`config.mk`:
```
export PLATFORM = sky130hd
export DESIGN_NAME = mra_check
export DESIGN_NICKNAME = d
export VERILOG_FILES = /design/src/rtl/mra_pkg.sv /design/src/rtl/mra_check.sv
export SDC_FILE = /design/constraint.sdc
export NUM_CORES = 1
export LEC_CHECK = 0
export BUFFER_PORTS_ARGS = -buffer_cell sky130_fd_sc_hd__buf_2
export CAP_MARGIN = 20
export CORE_ASPECT_RATIO = 1.1
export CORE_MARGIN = 5
export CORE_UTILIZATION = 45
export CTS_CLUSTER_SIZE = 40
export DETAILED_ROUTE_END_ITERATION = 16
export PLACE_DENSITY_LB_ADDON = 0.12
export SLEW_MARGIN = 20
export SYNTH_ARGS = -nofsm -noshare
export SYNTH_HDL_FRONTEND = slang
export SYNTH_SLANG_ARGS = --single-unit
```
`constraint.sdc`:
```
create_clock -name pclk -period 2.5 [get_ports pclk]
set_clock_uncertainty 0.2 [all_clocks]
set_input_delay 0.5 -clock pclk [delete_from_list [all_inputs] [get_ports pclk]]
set_output_delay 0.5 -clock pclk [all_outputs]
set_load 0.05 [all_outputs]
```
`src/rtl/mra_pkg.sv`:
```
// Package for the region attribute check block: map, fields and types
package mra_pkg;
	// ====================================================
	// Register map (byte addresses)
	localparam logic [7:0] ATTR_BASE_OFS = 8'h00;
	localparam logic [7:0] CTRL_OFS      = 8'h20;
	localparam logic [7:0] FSTAT_OFS     = 8'h24;
	localparam logic [7:0] FADDR_OFS     = 8'h28;
	localparam logic [7:0] ISTAT_OFS     = 8'h2c;
	localparam logic [7:0] IMASK_OFS     = 8'h30;
	localparam logic [7:0] RESULT_OFS    = 8'h34;
	localparam int         NUM_REGIONS   = 8;
	localparam int         REGION_W      = 3;
	localparam int         ATTR_W        = 13;
	// ====================================================
	// Attribute register fields
	localparam int BUF_BIT  = 0;
	localparam int CACH_BIT = 1;
	localparam int SHR_BIT  = 2;
	localparam int EXT_LO   = 3;
	localparam int PERM_LO  = 8;
	localparam int XN_BIT   = 12;
	// ====================================================
	// Fault status, interrupt and control bits
	localparam int FS_INSTR_BIT  = 0;
	localparam int FS_DATA_BIT   = 1;
	localparam int FS_AVALID_BIT = 7;
	localparam int FS_W          = 8;
	localparam int IRQ_FAULT_BIT = 0;
	localparam int IRQ_RSVD_BIT  = 1;
	localparam int IRQ_W         = 2;
	localparam int CTRL_EN_BIT   = 0;
	localparam logic [31:0] RESET_WORD = 32'h0000_0000;
	// ====================================================
	// Encodings
	localparam logic [2:0] PERM_NONE    = 3'h0;
	localparam logic [2:0] PERM_PRIV    = 3'h1;
	localparam logic [2:0] PERM_URO     = 3'h2;
	localparam logic [2:0] PERM_FULL    = 3'h3;
	localparam logic [2:0] PERM_RSVD    = 3'h4;
	localparam logic [2:0] PERM_PRO     = 3'h5;
	localparam logic [2:0] EXT_LEGACY   = 3'h0;
	localparam logic [2:0] EXT_NONCACHE = 3'h1;
	localparam logic [2:0] EXT_DEVICE   = 3'h2;
	localparam logic [1:0] POL_NC       = 2'h0;
	localparam logic [1:0] POL_WB_RWA   = 2'h1;
	localparam logic [1:0] POL_WT_NWA   = 2'h2;
	localparam logic [1:0] POL_WB_NWA   = 2'h3;

	typedef enum logic [1:0] {MT_STRONG, MT_DEVICE, MT_NORMAL, MT_RESERVED} mra_mtype_e;

	typedef struct packed {
		logic        valid;
		logic        priv;
		logic        write;
		logic        fetch;
		logic [7:0]  hit;
		logic [31:0] addr;
	} mra_req_s;

	typedef struct packed {
		logic                valid;
		logic                permit;
		logic                fault;
		logic                hit;
		logic [REGION_W-1:0] region;
		mra_mtype_e          mtype;
		logic                shareable;
		logic [1:0]          inner;
		logic [1:0]          outer;
	} mra_res_s;
endpackage

```
`src/rtl/mra_check.sv`:
```
// Region attribute decode and permission check with APB register file
//
// The implementer's own choices: the APB interface to the registers and the address map.
`timescale 1ns/100ps
`default_nettype none

module mra_check
(
	input  wire logic               pclk,
	input  wire logic               presetn,
	input  wire logic               psel,
	input  wire logic               penable,
	input  wire logic               pwrite,
	input  wire logic [7:0]         paddr,
	input  wire logic [31:0]        pwdata,
	output logic      [31:0]        prdata,
	output logic                    pready,
	output logic                    pslverr,
	input  wire mra_pkg::mra_req_s  acc_req,
	output mra_pkg::mra_res_s       acc_res,
	output logic                    mem_fault,
	output logic                    irq
);
	// ====================================================
	// Region attribute store, control, status and output registers
	logic [mra_pkg::ATTR_W-1:0]  attr_q [mra_pkg::NUM_REGIONS];
	logic                        ctrl_en_q;
	logic [mra_pkg::FS_W-1:0]    fstat_q;
	logic [31:0]                 faddr_q;
	logic [mra_pkg::IRQ_W-1:0]   istat_q;
	logic [mra_pkg::IRQ_W-1:0]   imask_q;
	mra_pkg::mra_res_s           res_q;
	logic                        fault_q;
	logic                        irq_q;
	logic [31:0]                 prdata_q;
	logic                        pready_q;
	logic                        pslverr_q;

	// ====================================================
	// APB decode
	wire         setup_w   = psel & ~penable & ~pready_q;
	wire         commit_w  = psel & penable & pready_q;
	wire         is_attr_w = (paddr[7:5] == mra_pkg::ATTR_BASE_OFS[7:5]) & (paddr[1:0] == 2'h0);
	wire [2:0]   attr_ix_w = paddr[4:2];
	wire         is_ctrl_w = (paddr == mra_pkg::CTRL_OFS);
	wire         is_fst_w  = (paddr == mra_pkg::FSTAT_OFS);
	wire         is_fad_w  = (paddr == mra_pkg::FADDR_OFS);
	wire         is_ist_w  = (paddr == mra_pkg::ISTAT_OFS);
	wire         is_imk_w  = (paddr == mra_pkg::IMASK_OFS);
	wire         is_res_w  = (paddr == mra_pkg::RESULT_OFS);
	wire         mapped_w  = is_attr_w | is_ctrl_w | is_fst_w | is_fad_w | is_ist_w
		| is_imk_w | is_res_w;
	wire         wr_w      = commit_w & pwrite & ~pslverr_q;
	wire         rd_ist_w  = commit_w & ~pwrite & is_ist_w;

	wire [31:0]  attr_rd_w = {{(32 - mra_pkg::ATTR_W){1'b0}}, attr_q[attr_ix_w]};
	wire [31:0]  res_rd_w  = {{(32 - $bits(mra_pkg::mra_res_s)){1'b0}}, res_q};
	wire [31:0]  rd_mux_w  =
		is_attr_w ? attr_rd_w :
		is_ctrl_w ? {31'h0000_0000, ctrl_en_q} :
		is_fst_w  ? {24'h00_0000, fstat_q} :
		is_fad_w  ? faddr_q :
		is_ist_w  ? {30'h0000_0000, istat_q} :
		is_imk_w  ? {30'h0000_0000, imask_q} :
		is_res_w  ? res_rd_w : mra_pkg::RESET_WORD;

	// ====================================================
	// Region priority select
	logic [mra_pkg::REGION_W-1:0] sel_chain [mra_pkg::NUM_REGIONS+1];
	logic                         hit_chain [mra_pkg::NUM_REGIONS+1];
	assign sel_chain[0] = '0;
	assign hit_chain[0] = 1'b0;
	genvar gi;
	generate
		for (gi = 0; gi < mra_pkg::NUM_REGIONS; gi++)
		begin : g_prio
			assign sel_chain[gi+1] = acc_req.hit[gi] ? mra_pkg::REGION_W'(gi) : sel_chain[gi];
			assign hit_chain[gi+1] = acc_req.hit[gi] | hit_chain[gi];
		end
	endgenerate

	wire [mra_pkg::REGION_W-1:0] sel_w  = sel_chain[mra_pkg::NUM_REGIONS];
	wire                         any_w  = hit_chain[mra_pkg::NUM_REGIONS];
	wire [mra_pkg::ATTR_W-1:0]   a_w    = attr_q[sel_w];
	wire [2:0]                   ext_w  = a_w[mra_pkg::EXT_LO +: 3];
	wire [2:0]                   perm_w = a_w[mra_pkg::PERM_LO +: 3];
	wire                         c_w    = a_w[mra_pkg::CACH_BIT];
	wire                         b_w    = a_w[mra_pkg::BUF_BIT];
	wire                         s_w    = a_w[mra_pkg::SHR_BIT];
	wire                         xn_w   = a_w[mra_pkg::XN_BIT];

	// ====================================================
	// Permission check
	logic perm_ok;
	always_comb
	begin
		case (perm_w)
			mra_pkg::PERM_NONE: perm_ok = 1'b0;
			mra_pkg::PERM_PRIV: perm_ok = acc_req.priv;
			mra_pkg::PERM_URO:  perm_ok = acc_req.priv | ~acc_req.write;
			mra_pkg::PERM_FULL: perm_ok = 1'b1;
			// Reserved code treated as fault, the safe choice
			mra_pkg::PERM_RSVD: perm_ok = 1'b0;
			mra_pkg::PERM_PRO:  perm_ok = acc_req.priv & ~acc_req.write;
			default:            perm_ok = ~acc_req.write;
		endcase
	end

	// ====================================================
	// Memory type decode
	mra_pkg::mra_mtype_e mtype;
	logic                share;
	logic [1:0]          inner;
	logic [1:0]          outer;
	always_comb
	begin
		mtype = mra_pkg::MT_RESERVED;
		share = 1'b0;
		inner = mra_pkg::POL_NC;
		outer = mra_pkg::POL_NC;
		if (ext_w[2])
		begin
			// Outer from ext, inner from C and B
			mtype = mra_pkg::MT_NORMAL;
			share = s_w;
			outer = ext_w[1:0];
			inner = {c_w, b_w};
		end
		else
		begin
			case (ext_w)
				mra_pkg::EXT_LEGACY:
				begin
					if (!c_w)
					begin
						mtype = b_w ? mra_pkg::MT_DEVICE : mra_pkg::MT_STRONG;
						share = 1'b1;
					end
					else
					begin
						mtype = mra_pkg::MT_NORMAL;
						share = s_w;
						inner = b_w ? mra_pkg::POL_WB_NWA : mra_pkg::POL_WT_NWA;
						outer = inner;
					end
				end
				mra_pkg::EXT_NONCACHE:
				begin
					if (c_w == b_w)
					begin
						mtype = mra_pkg::MT_NORMAL;
						share = s_w;
						inner = c_w ? mra_pkg::POL_WB_RWA : mra_pkg::POL_NC;
						outer = inner;
					end
				end
				mra_pkg::EXT_DEVICE:
				begin
					if (!c_w && !b_w)
						mtype = mra_pkg::MT_DEVICE;
				end
				default: mtype = mra_pkg::MT_RESERVED;
			endcase
		end
	end

	// ====================================================
	// Access result
	// Privilege and direction arrive with the request
	wire checked_w = acc_req.valid & ctrl_en_q & any_w;
	wire viol_w    = checked_w & (~perm_ok | (acc_req.fetch & xn_w));
	wire rsvd_w    = checked_w & (mtype == mra_pkg::MT_RESERVED);

	mra_pkg::mra_res_s res_d;
	always_comb
	begin
		res_d           = '0;
		res_d.valid     = acc_req.valid;
		res_d.permit    = acc_req.valid & ~viol_w;
		res_d.fault     = viol_w;
		res_d.hit       = checked_w;
		res_d.region    = sel_w;
		res_d.mtype     = checked_w ? mtype : mra_pkg::MT_STRONG;
		// Attributes are reported, never acted on
		res_d.shareable = checked_w & share;
		res_d.inner     = checked_w ? inner : mra_pkg::POL_NC;
		res_d.outer     = checked_w ? outer : mra_pkg::POL_NC;
	end

	// ====================================================
	// Fault status and interrupt next values
	wire [mra_pkg::FS_W-1:0] fs_set_w = viol_w ?
		(mra_pkg::FS_W'(1) << (acc_req.fetch ? mra_pkg::FS_INSTR_BIT : mra_pkg::FS_DATA_BIT))
		| (acc_req.fetch ? '0 : mra_pkg::FS_W'(1) << mra_pkg::FS_AVALID_BIT)
		: '0;
	wire [mra_pkg::FS_W-1:0] fs_clr_w = (wr_w & is_fst_w) ? pwdata[mra_pkg::FS_W-1:0] : '0;
	wire [mra_pkg::FS_W-1:0] fstat_d  = (fstat_q & ~fs_clr_w) | fs_set_w;
	// Address held until software clears its valid bit; a clear in the same cycle frees it
	wire                     fa_load_w = viol_w & ~acc_req.fetch
		& (~fstat_q[mra_pkg::FS_AVALID_BIT] | fs_clr_w[mra_pkg::FS_AVALID_BIT]);

	wire [mra_pkg::IRQ_W-1:0] ev_w    = {rsvd_w, viol_w};
	wire [mra_pkg::IRQ_W-1:0] istat_d = (rd_ist_w ? '0 : istat_q) | ev_w;

	// ====================================================
	// Registers
	always_ff @(posedge pclk or negedge presetn)
	begin
		if (!presetn)
		begin
			pready_q  <= 1'b0;
			pslverr_q <= 1'b0;
			prdata_q  <= mra_pkg::RESET_WORD;
		end
		else
		begin
			// No wait state; read data is registered in the setup cycle so it comes from a flop
			pready_q  <= setup_w;
			pslverr_q <= setup_w & ~mapped_w;
			prdata_q  <= (setup_w & ~pwrite) ? rd_mux_w : mra_pkg::RESET_WORD;
		end
	end

	generate
		for (gi = 0; gi < mra_pkg::NUM_REGIONS; gi++)
		begin : g_attr
			always_ff @(posedge pclk or negedge presetn)
			begin
				if (!presetn)
					attr_q[gi] <= '0;
				else if (wr_w && is_attr_w && attr_ix_w == 3'(gi))
					attr_q[gi] <= pwdata[mra_pkg::ATTR_W-1:0];
			end
		end
	endgenerate

	always_ff @(posedge pclk or negedge presetn)
	begin
		if (!presetn)
		begin
			ctrl_en_q <= 1'b0;
			imask_q   <= '0;
		end
		else if (wr_w)
		begin
			ctrl_en_q <= is_ctrl_w ? pwdata[mra_pkg::CTRL_EN_BIT] : ctrl_en_q;
			imask_q   <= is_imk_w ? pwdata[mra_pkg::IRQ_W-1:0] : imask_q;
		end
	end

	always_ff @(posedge pclk or negedge presetn)
	begin
		if (!presetn)
		begin
			fstat_q <= '0;
			faddr_q <= mra_pkg::RESET_WORD;
			istat_q <= '0;
			irq_q   <= 1'b0;
		end
		else
		begin
			fstat_q <= fstat_d;
			faddr_q <= fa_load_w ? acc_req.addr : faddr_q;
			istat_q <= istat_d;
			irq_q   <= |(istat_d & imask_q);
		end
	end

	always_ff @(posedge pclk or negedge presetn)
	begin
		if (!presetn)
		begin
			res_q   <= '0;
			fault_q <= 1'b0;
		end
		else
		begin
			res_q   <= res_d;
			fault_q <= viol_w;
		end
	end

	assign prdata    = prdata_q;
	assign pready    = pready_q;
	assign pslverr   = pslverr_q;
	assign acc_res   = res_q;
	assign mem_fault = fault_q;
	assign irq       = irq_q;
endmodule

`default_nettype wire

```
==> metrics.cfg, run 1 <==
[outcome]
run_status=finished, violations left
failed_checks=negative setup slack

[die]
start_util_pct=45.94
die_w_um=148.4
dieArea_mm2=0.02408
core-area_mm2=0.02064
dieHeight_um=162.3
pin_count=139
row_count=55

[global_route]
grt_pass1_vias=7518
grt_pass1_wl_um=42760
grt_max_degree=57
antenna_found_initial=0
gr-total-overflow=0
grtUsageTotal_pct=22.88

[worst_setup_path]
reg2reg_slack_ns=-0.21
critical-path-slowest-cell=mux4_2
path_delay_family=multiplexers
cpPeakStageDelay_ns=0.54
crit_buf_inv=4
r2r_end=faddr_q[20]
cp_max_fo=16
rr_startpoint=pready
worstRegToRegCells=9
crit_path_start_kind=primary input
crit_required_ns=2.61
critPathKind=primary input to register
worstSetupEndpoint=faddr_q[20]
arrival_ns=2.88
setup.worst_path.start=acc_req[34]
end_kind=register
cp_common_cell=buf_4
path_cells=buf_6, nor2b_1, o21bai_1, o21ai_2, buf_4, mux4_2, o22ai_2, a211oi_4, nor3_4, buf_4, buf_12, mux2_4
path_depth=12

[detailed_routing]
post_drt_wl_per_cell_um=22.70
drc=0
postRouteAntennaNets=0
dr.pass1.iters=5
drtIter0Drc=453
vias_per_cell=5.686
wirelength_um=27150
dr_total_vias=6801

[synthesis]
synth_flop_cell=dfrtp_1
synth.area.top_cells=dfrtp_1, mux2_2, mux4_2
synth_top_cell_by_area=dfrtp_1
seq_area_frac_synth_pct=52.24
avgSynthCellArea_um2=13.25
ys_async_sr_fraction_pct=100.0
syn_nets=809
synth_top_area_share_pct=52.24
syn-cell-area_mm2=0.009484
yosysWarnings=0
synth.distinct_cells=68
synth_edf_count=0
ys_ff_latch=198
postSynthCellCount=716

[placed_design]
place_area_mm2=0.01124
port_buffers=119
dp_slack_ns=-0.7798
dp_hpwl_um=18480
finalWeightedCongestion=0.9246

[clocking]
cts_buffers=17
cts.sinks=198
clock_latency_ns=0.44
cts_tree=built
clk_pin_slew_worst_paths_ns=0.07
clockRootBuffer=clkbuf_16
h-tree-depth=4
cts_buffer_depth=2

[cells_and_area]
antenna_cells=0
layout_commonest_cell=dfrtp_1
area_delta_synth_final_pct=30.49
drive_gt1_share_pct=54.79
nets=1020
final_area_mm2=0.01238
layout_common_cells=dfrtp_1, buf_2, buf_4

[timing]
setup_slack_ns=-0.2639
rsz0062_at_grt=yes
clock.fmax_mhz=361.8
fin_crit_ns=2.764
relSlewSlack_pct=62.46
setup_viol=95
final_max_slew_viol_count=0
final_hold_viol_count=0
finalCritPeriodShare_pct=110.6
tightest_slew_ns=0.5630

[flow_run]
drv_cap=0

[hold_path]
worstHoldPathType=primary input to register

[power_and_ir_drop]
powerDensity_mw_per_mm2=532.5
cellLeakagePower_nw=5.957
ir_drop_mv=0.4387

## final cells by class
class	instances	area (um2)
repair buffers	233	1717
clock buffers	17	425.4
fillers	1651	8269
flip-flops and latches	198	4956
well taps	256	320.3
clock inverters	15	177.7
inverters	11	46.29
multi-input cells	466	4733
## where the power goes
part,switching (mW),internal [mW]
sequential,0.0127,3.22
combinational,0.337,0.235
clock,1.34,1.44
## how the worst min path moves through the flow
stage / cells after the start / start / slack, ns / to
floorplan: 0 / presetn / 0.004 / acc_res[0]
global placement: 1 / presetn / 0.27 / prdata[0]
detailed placement: 1 / faddr_q[22] / 0.27 / prdata[22]
CTS: 1 / acc_req[43] / 0.02 / acc_res[13]
global route: 1 / acc_req[43] / 0.02 / acc_res[13]
finish: 1 / acc_req[43] / 0.03 / acc_res[13]
## cell usage after synthesis, drive strengths merged, types with 5 or more instances
| library cell | instances |
|---|---|
| nand3 | 9 |
| a211oi | 8 |
| nor2b | 7 |
| nand2 | 62 |
| nand2b | 9 |
| nor2 | 26 |
| clkbuf | 15 |
| a21boi | 8 |
| mux2i | 7 |
| buf | 26 |
| nor4 | 8 |
| mux2 | 154 |
| inv | 11 |
| a21oi | 31 |
| and3 | 5 |
| o21ai | 15 |
| and2 | 18 |
| mux4 | 29 |
| a222oi | 11 |
| nor3 | 7 |
| dfrtp | 198 |
## worst reg2reg max path: cells and delay by family, from the launching register on
kind	cells	cell delay [ns]
and+or+nand+nor	5	1.05
DFF	1	0.37
AOI/OAI and AO/OA	1	0.33
muxes	1	0.32
buffers and inverters	2	0.32
## stage by stage
| stage | setup TNS [ns] | utilization [%] | power [mW] | instances | hold WS (ns) |
|---|---|---|---|---|---|
| finish | -12.97 | 59.95 | 6.589 | 1196 | 0.02632 |
| global route | -18.31 | 59.95 | 6.844 | 1196 | 0.01988 |
| CTS | -12.59 | 59.16 | 6.630 | 1189 | 0.01839 |
| detailed placement | -54.15 | 54.44 | 3.809 | 1137 | 0.2702 |
| global placement | -49.86 | 54.44 | 3.798 | 1137 | 0.2674 |
| floorplan | -24.21 | - | 3.518 | 716 | 0.004409 |
## cells by family (layout without fill, tap and decap cells)
kind of cell / count (synthesis) / in the layout / synth area share (%)
multiplexers: 190 / 190 / 27.14
AND/OR/NAND/NOR: 169 / 169 / 9.274
buffers and inverters: 52 / 276 / 2.823
AO/OA/AOI/OAI: 103 / 103 / 7.995
flip-flops: 198 / 198 / 52.24
adder cells (fa/ha/maj): 4 / 4 / 0.5277
## routing by layer
layer | wire (um) | vias up | GRT usage, % | share of wire [%]
li1 | - | 3043 | - | -
met1 | 11730 | 3489 | 30.86 | 43
met2 | 13470 | 238 | 37.87 | 50
met3 | 1566 | 31 | 4.576 | 5.8
met4 | 383 | 0 | 6.300 | 1.4
met5 | 0 | - | 0 | 0
## registers in the layout, summed over array words and instances (netlist names), 2 cells and up
name,flops
acc_res,13
attr_q,104
faddr_q,32
fstat_q,8
imask_q,2
istat_q,2
prdata,32
## timing repair
| action | 4_1_cts | 5_1_grt |
|---|---|---|
| hold buffers | 1 | 0 |
| resized for setup | 52 | 23 |
| setup buffers | 20 | 6 |
| endpoints found under the hold margin | 47 | 0 |
| endpoints found under the setup margin | 95 | 98 |
| cloned | 1 | 3 |
| pin swaps | 19 | 14 |
No activity file was read; power rests on OpenSTA's default activity.
==> inputs of run 2 (changes only) <==
Clock period 2.5 ns to 2.9 ns, I/O delays scaled along.
==> metrics.cfg, run 2 (synthesized netlist as in run 1, its figures left out) <==
[outcome]
run_status=finished, violations left
failed_checks=negative setup slack

[timing]
rsz0062_at_grt=yes
fin_crit_ns=2.912
setup_viol=16
setup_tns_ns=-0.1172
final_hold_viol_count=0
tightest_slew_ns=0.5739
relSlewSlack_pct=61.74
final_max_slew_viol_count=0
finalCritPeriodShare_pct=100.4
clock.fmax_mhz=343.4
setup_slack_ns=-0.01241

[global_route]
grt_max_degree=65
antenna_found_initial=0
use_met3_pct=3.990
grtUsageTotal_pct=22.07
globalRouteMet1Util_pct=29.92
grt_pass1_vias=7151
gr-usage-met2_pct=36.49
gr-total-overflow=0
busiest_layer=met2
grt_pass1_wl_um=40950

[worst_setup_path]
crit_required_ns=3.03
arrival_ns=3.04
crit_path_start_kind=primary input
critPathKind=primary input to register
end_kind=register
cp_max_fo=7

[clocking]
clk_pin_slew_worst_paths_ns=0.08
cts_buffers=17
cts_buffer_depth=2
clock_latency_ns=0.44
clockRootBuffer=clkbuf_16
cts.sinks=198
h-tree-depth=4
cts_tree=built

[flow_run]
drv_cap=0

[placed_design]
port_buffers=119
place_area_mm2=0.01105
finalWeightedCongestion=0.9292
dp_hpwl_um=18510

[power_and_ir_drop]
cellLeakagePower_nw=5.801
ir_drop_mv=0.3379
powerDensity_mw_per_mm2=472.1

[detailed_routing]
wirelength_um=26220
vias_per_cell=5.734
dr.pass1.iters=9
post_drt_wl_per_cell_um=22.28
drtIter0Drc=496
dr_total_vias=6749
postRouteAntennaNets=0
drc=0

[die]
dieHeight_um=162.3
die_w_um=148.4
dieArea_mm2=0.02408
pin_count=139
core-area_mm2=0.02064
start_util_pct=45.94
row_count=55

[cells_and_area]
largest_reg_flops=104
regMostFlops=attr_q
layout_common_cells=dfrtp_1, mux2_2, buf_2
area_delta_synth_final_pct=24.99
drive_gt1_share_pct=50.38
antenna_cells=0
fin_util_pct=57.42
layout_commonest_cell=dfrtp_1
final_area_mm2=0.01185
nets=1001

[hold_path]
worstHoldPathType=primary input to register

run 2: cell types whose count changed in the layout (fill, tap and decap cells not counted), sizes merged:
cell,delta
inv,-1
buf,-20
clkinv,+2
clkbuf,+1
bufinv,-1
run 2: power breakdown:
group / switching (mW) / internal [mW] / total (mW)
clock network: 1.19 / 1.16 / 2.35
registers: 0.0110 / 2.77 / 2.79
logic: 0.273 / 0.186 / 0.459
total: 1.47 / 4.12 / 5.60
run 2: routing by layer:
layer / routed length, um / part of all wire [%]
met5: 0 / 0
met2: 12950 / 49
met3: 1472 / 5.6
met4: 626 / 2.4
met1: 11180 / 43
run 2: final cells by class:
| type | count | area (um2) |
|---|---|---|
| fill | 1684 | 8791 |
| sequential | 198 | 4956 |
| multi-input combinational | 466 | 4343 |
| timing repair buffer | 214 | 1595 |
| clock buffer | 17 | 425.4 |
| tap | 256 | 320.3 |
| clock inverter | 15 | 170.2 |
| inverter | 11 | 43.79 |
run 2: what timing repair did:
item	4_1_cts	5_1_grt
resized for setup	0	22
setup buffers	2	5
hold endpoints to repair	61	0
endpoints found under the setup margin	4	35
hold buffers	1	0
pin swaps	1	11
cloned	0	4
run 2: through the flow:
stage | setup WS (ns) | std cells | total power, mW | hold WS [ns]
floorplan | -0.2888 | 716 | 3.025 | 0.08441
global placement | -0.4434 | 1135 | 3.274 | 0.2626
detailed placement | -0.4835 | 1135 | 3.284 | 0.2695
CTS | -0.01041 | 1170 | 5.629 | 0.1049
global route | -0.1078 | 1177 | 5.809 | 0.1064
finish | -0.01241 | 1177 | 5.596 | 0.1154
run 2: worst max-delay path, cell delays in order:
cell and delay, ns:
buf_6 0.10, buf_6 0.12, or2_4 0.25, a21boi_4 0.19
inv_4 0.09, buf_6 0.13, mux2i_2 0.14, mux2i_2 0.23
o22ai_2 0.15, a211oi_4 0.35, nor3_4 0.10, buf_6 0.15
clkbuf_16 0.16, mux2_4 0.30
run 2: final timing paths:
path / from / end / slack, ns / depth (start not counted)
setup / recovery: acc_req[34] / faddr_q[8] / -0.01 / 14
hold / removal: acc_req[43] / acc_res[13] / 0.12 / 1
setup reg to reg: pready / faddr_q[5] / 0.06 / 9
hold reg to reg: pready / pready / 0.29 / 1
max in group asynchronous: presetn / faddr_q[16] / 1.33 / 3
min in group asynchronous: presetn / pslverr / 0.50 / 2
==> inputs of run 3 (changes only) <==
Settings changed: REMOVE_ABC_BUFFERS from default to 1.
==> metrics.cfg, run 3 (synthesized netlist as in run 1, its figures left out) <==
[power_and_ir_drop]
ir_drop_mv=0.3874
p_total_mw=5.633
cellLeakagePower_nw=5.884
powerDensity_mw_per_mm2=471.3

[hold_path]
worstHoldPathType=primary input to register
min_delay_path_depth=1
whs_endpoint=acc_res[13]
min_from=acc_req[43]

[global_route]
grt_pass1_vias=7057
antenna_found_initial=0
grtUsageTotal_pct=22.00
grt_max_degree=59
grt_pass1_wl_um=40580
gr-total-overflow=0

[worst_setup_path]
reg2reg_slack_ns=0.08
worstRegToRegCells=10
end_kind=register
rr_startpoint=pready
crit_path_start_kind=primary input
arrival_ns=3.08
r2r_end=faddr_q[21]
cp_max_fo=6
crit_required_ns=3.02
critPathKind=primary input to register

[timing]
tightest_slew_ns=0.5900
setup_viol=29
setup_tns_ns=-1.196
relSlewSlack_pct=60.67
fin_crit_ns=2.959
final_hold_viol_count=0
final_max_slew_viol_count=0
rsz0062_at_grt=yes
finalCritPeriodShare_pct=102.0
clock.fmax_mhz=338.0
setup_slack_ns=-0.05894

[die]
die_w_um=148.4
start_util_pct=45.94
row_count=55
core-area_mm2=0.02064
pin_count=139
dieHeight_um=162.3
dieArea_mm2=0.02408

[detailed_routing]
drc=0
drtIter0Drc=482
wirelength_um=26210
vias_per_cell=5.735
dr.pass1.iters=6
post_drt_wl_per_cell_um=22.06
dr_total_vias=6813
postRouteAntennaNets=0

[placed_design]
place_inst=1137
port_buffers=119
finalWeightedCongestion=0.8585
dp_hpwl_um=18360

[outcome]
run_status=finished, violations left
failed_checks=negative setup slack

[cells_and_area]
seqCellArea_mm2=0.004955
antenna_cells=0
area_delta_synth_final_pct=26.02
nets=1013
fin_cells=1188
multi_input_area_mm2=0.004367
fin_util_pct=57.89
layout_commonest_cell=dfrtp_1
fillCellCount=1685
layout_common_cells=dfrtp_1, mux2_2, buf_2
largest_reg_flops=104
regMostFlops=attr_q
drive_gt1_share_pct=51.07

[clocking]
clock_latency_ns=0.44
clk_pin_slew_worst_paths_ns=0.07
cts_buffer_depth=2
clockRootBuffer=clkbuf_16
cts.sinks=198
cts_tree=built
cts_buffers=17
h-tree-depth=4

[flow_run]
drv_cap=0

-- run 3: cell count changes in the layout (fill, tap and decap cells not counted), sizes merged --
cell,change
bufinv,+2
clkbuf,-2
clkinv,-1
buf,+14
inv,-4
clkinvlp,+2
-- run 3: power breakdown --
part           switching [mW]  internal, mW  total, mW
sequential             0.0106          2.78       2.79
combinational           0.277         0.189      0.466
clock                    1.09          1.29       2.38
-- run 3: worst max-delay path by stage --
| stage | startpoint | endpoint | slack [ns] | cells past startpoint |
|---|---|---|---|---|
| floorplan | acc_req[33] | faddr_q[0] | -1.56 | 8 |
| global placement | acc_req[34] | irq | -0.53 | 12 |
| detailed placement | acc_req[34] | irq | -0.57 | 12 |
| CTS | acc_req[34] | irq | -0.02 | 11 |
| global route | acc_req[35] | faddr_q[4] | -0.1 | 16 |
| finish | acc_req[35] | faddr_q[21] | -0.06 | 16 |
-- run 3: what timing repair did --
item                                    in CTS  in global routing
endpoints found under the setup margin      33                 33
gates resized for setup                      6                 40
hold endpoints to repair                    54                  0
setup buffers                                0                 19
pin swaps                                    1                 17
hold buffers                                 1                  0
cloned                                       0                  1
-- run 3: critical path, stage by stage --
cell and delay [ns]:
buf_8 0.10, buf_6 0.11, or2_4 0.27, a21boi_4 0.19
clkinv_4 0.13, buf_6 0.14, buf_4 0.12, nand2_1 0.07
mux2_4 0.15, nand2_2 0.05, o221a_4 0.27, nor3_4 0.19
buf_12 0.14, buf_12 0.11, clkbuf_16 0.14, mux2_4 0.29
-- run 3: per-stage QoR --
stage / setup slack [ns] / hold WS, ns / area, um2
floorplan: -1.561 / 0.08441 / 9258
global placement: -0.5262 / 0.2602 / 10990
detailed placement: -0.5745 / 0.2745 / 10990
CTS: -0.02034 / 0.1248 / 11610
global route: -0.09840 / 0.1217 / 11950
finish: -0.05894 / 0.1431 / 11950
-- run 3: layout make-up --
class                   count  share of cell area, %
clock buffers              17                  3.559
inverters                  11                 0.3874
well taps                 256                  2.680
flip-flops and latches    198                  41.46
repair buffers            226                  14.00
multi-input cells         466                  36.54
clock inverters            14                  1.382
-- run 3: per-layer routing --
metal / vias to the layer above / routed length (um) / GRT usage (%)
li1: 3043 / - / -
met1: 3491 / 11640 / 30.44
met2: 228 / 12420 / 34.92
met3: 51 / 1522 / 4.688
met4: 0 / 618 / 6.930
met5: - / 0 / 0
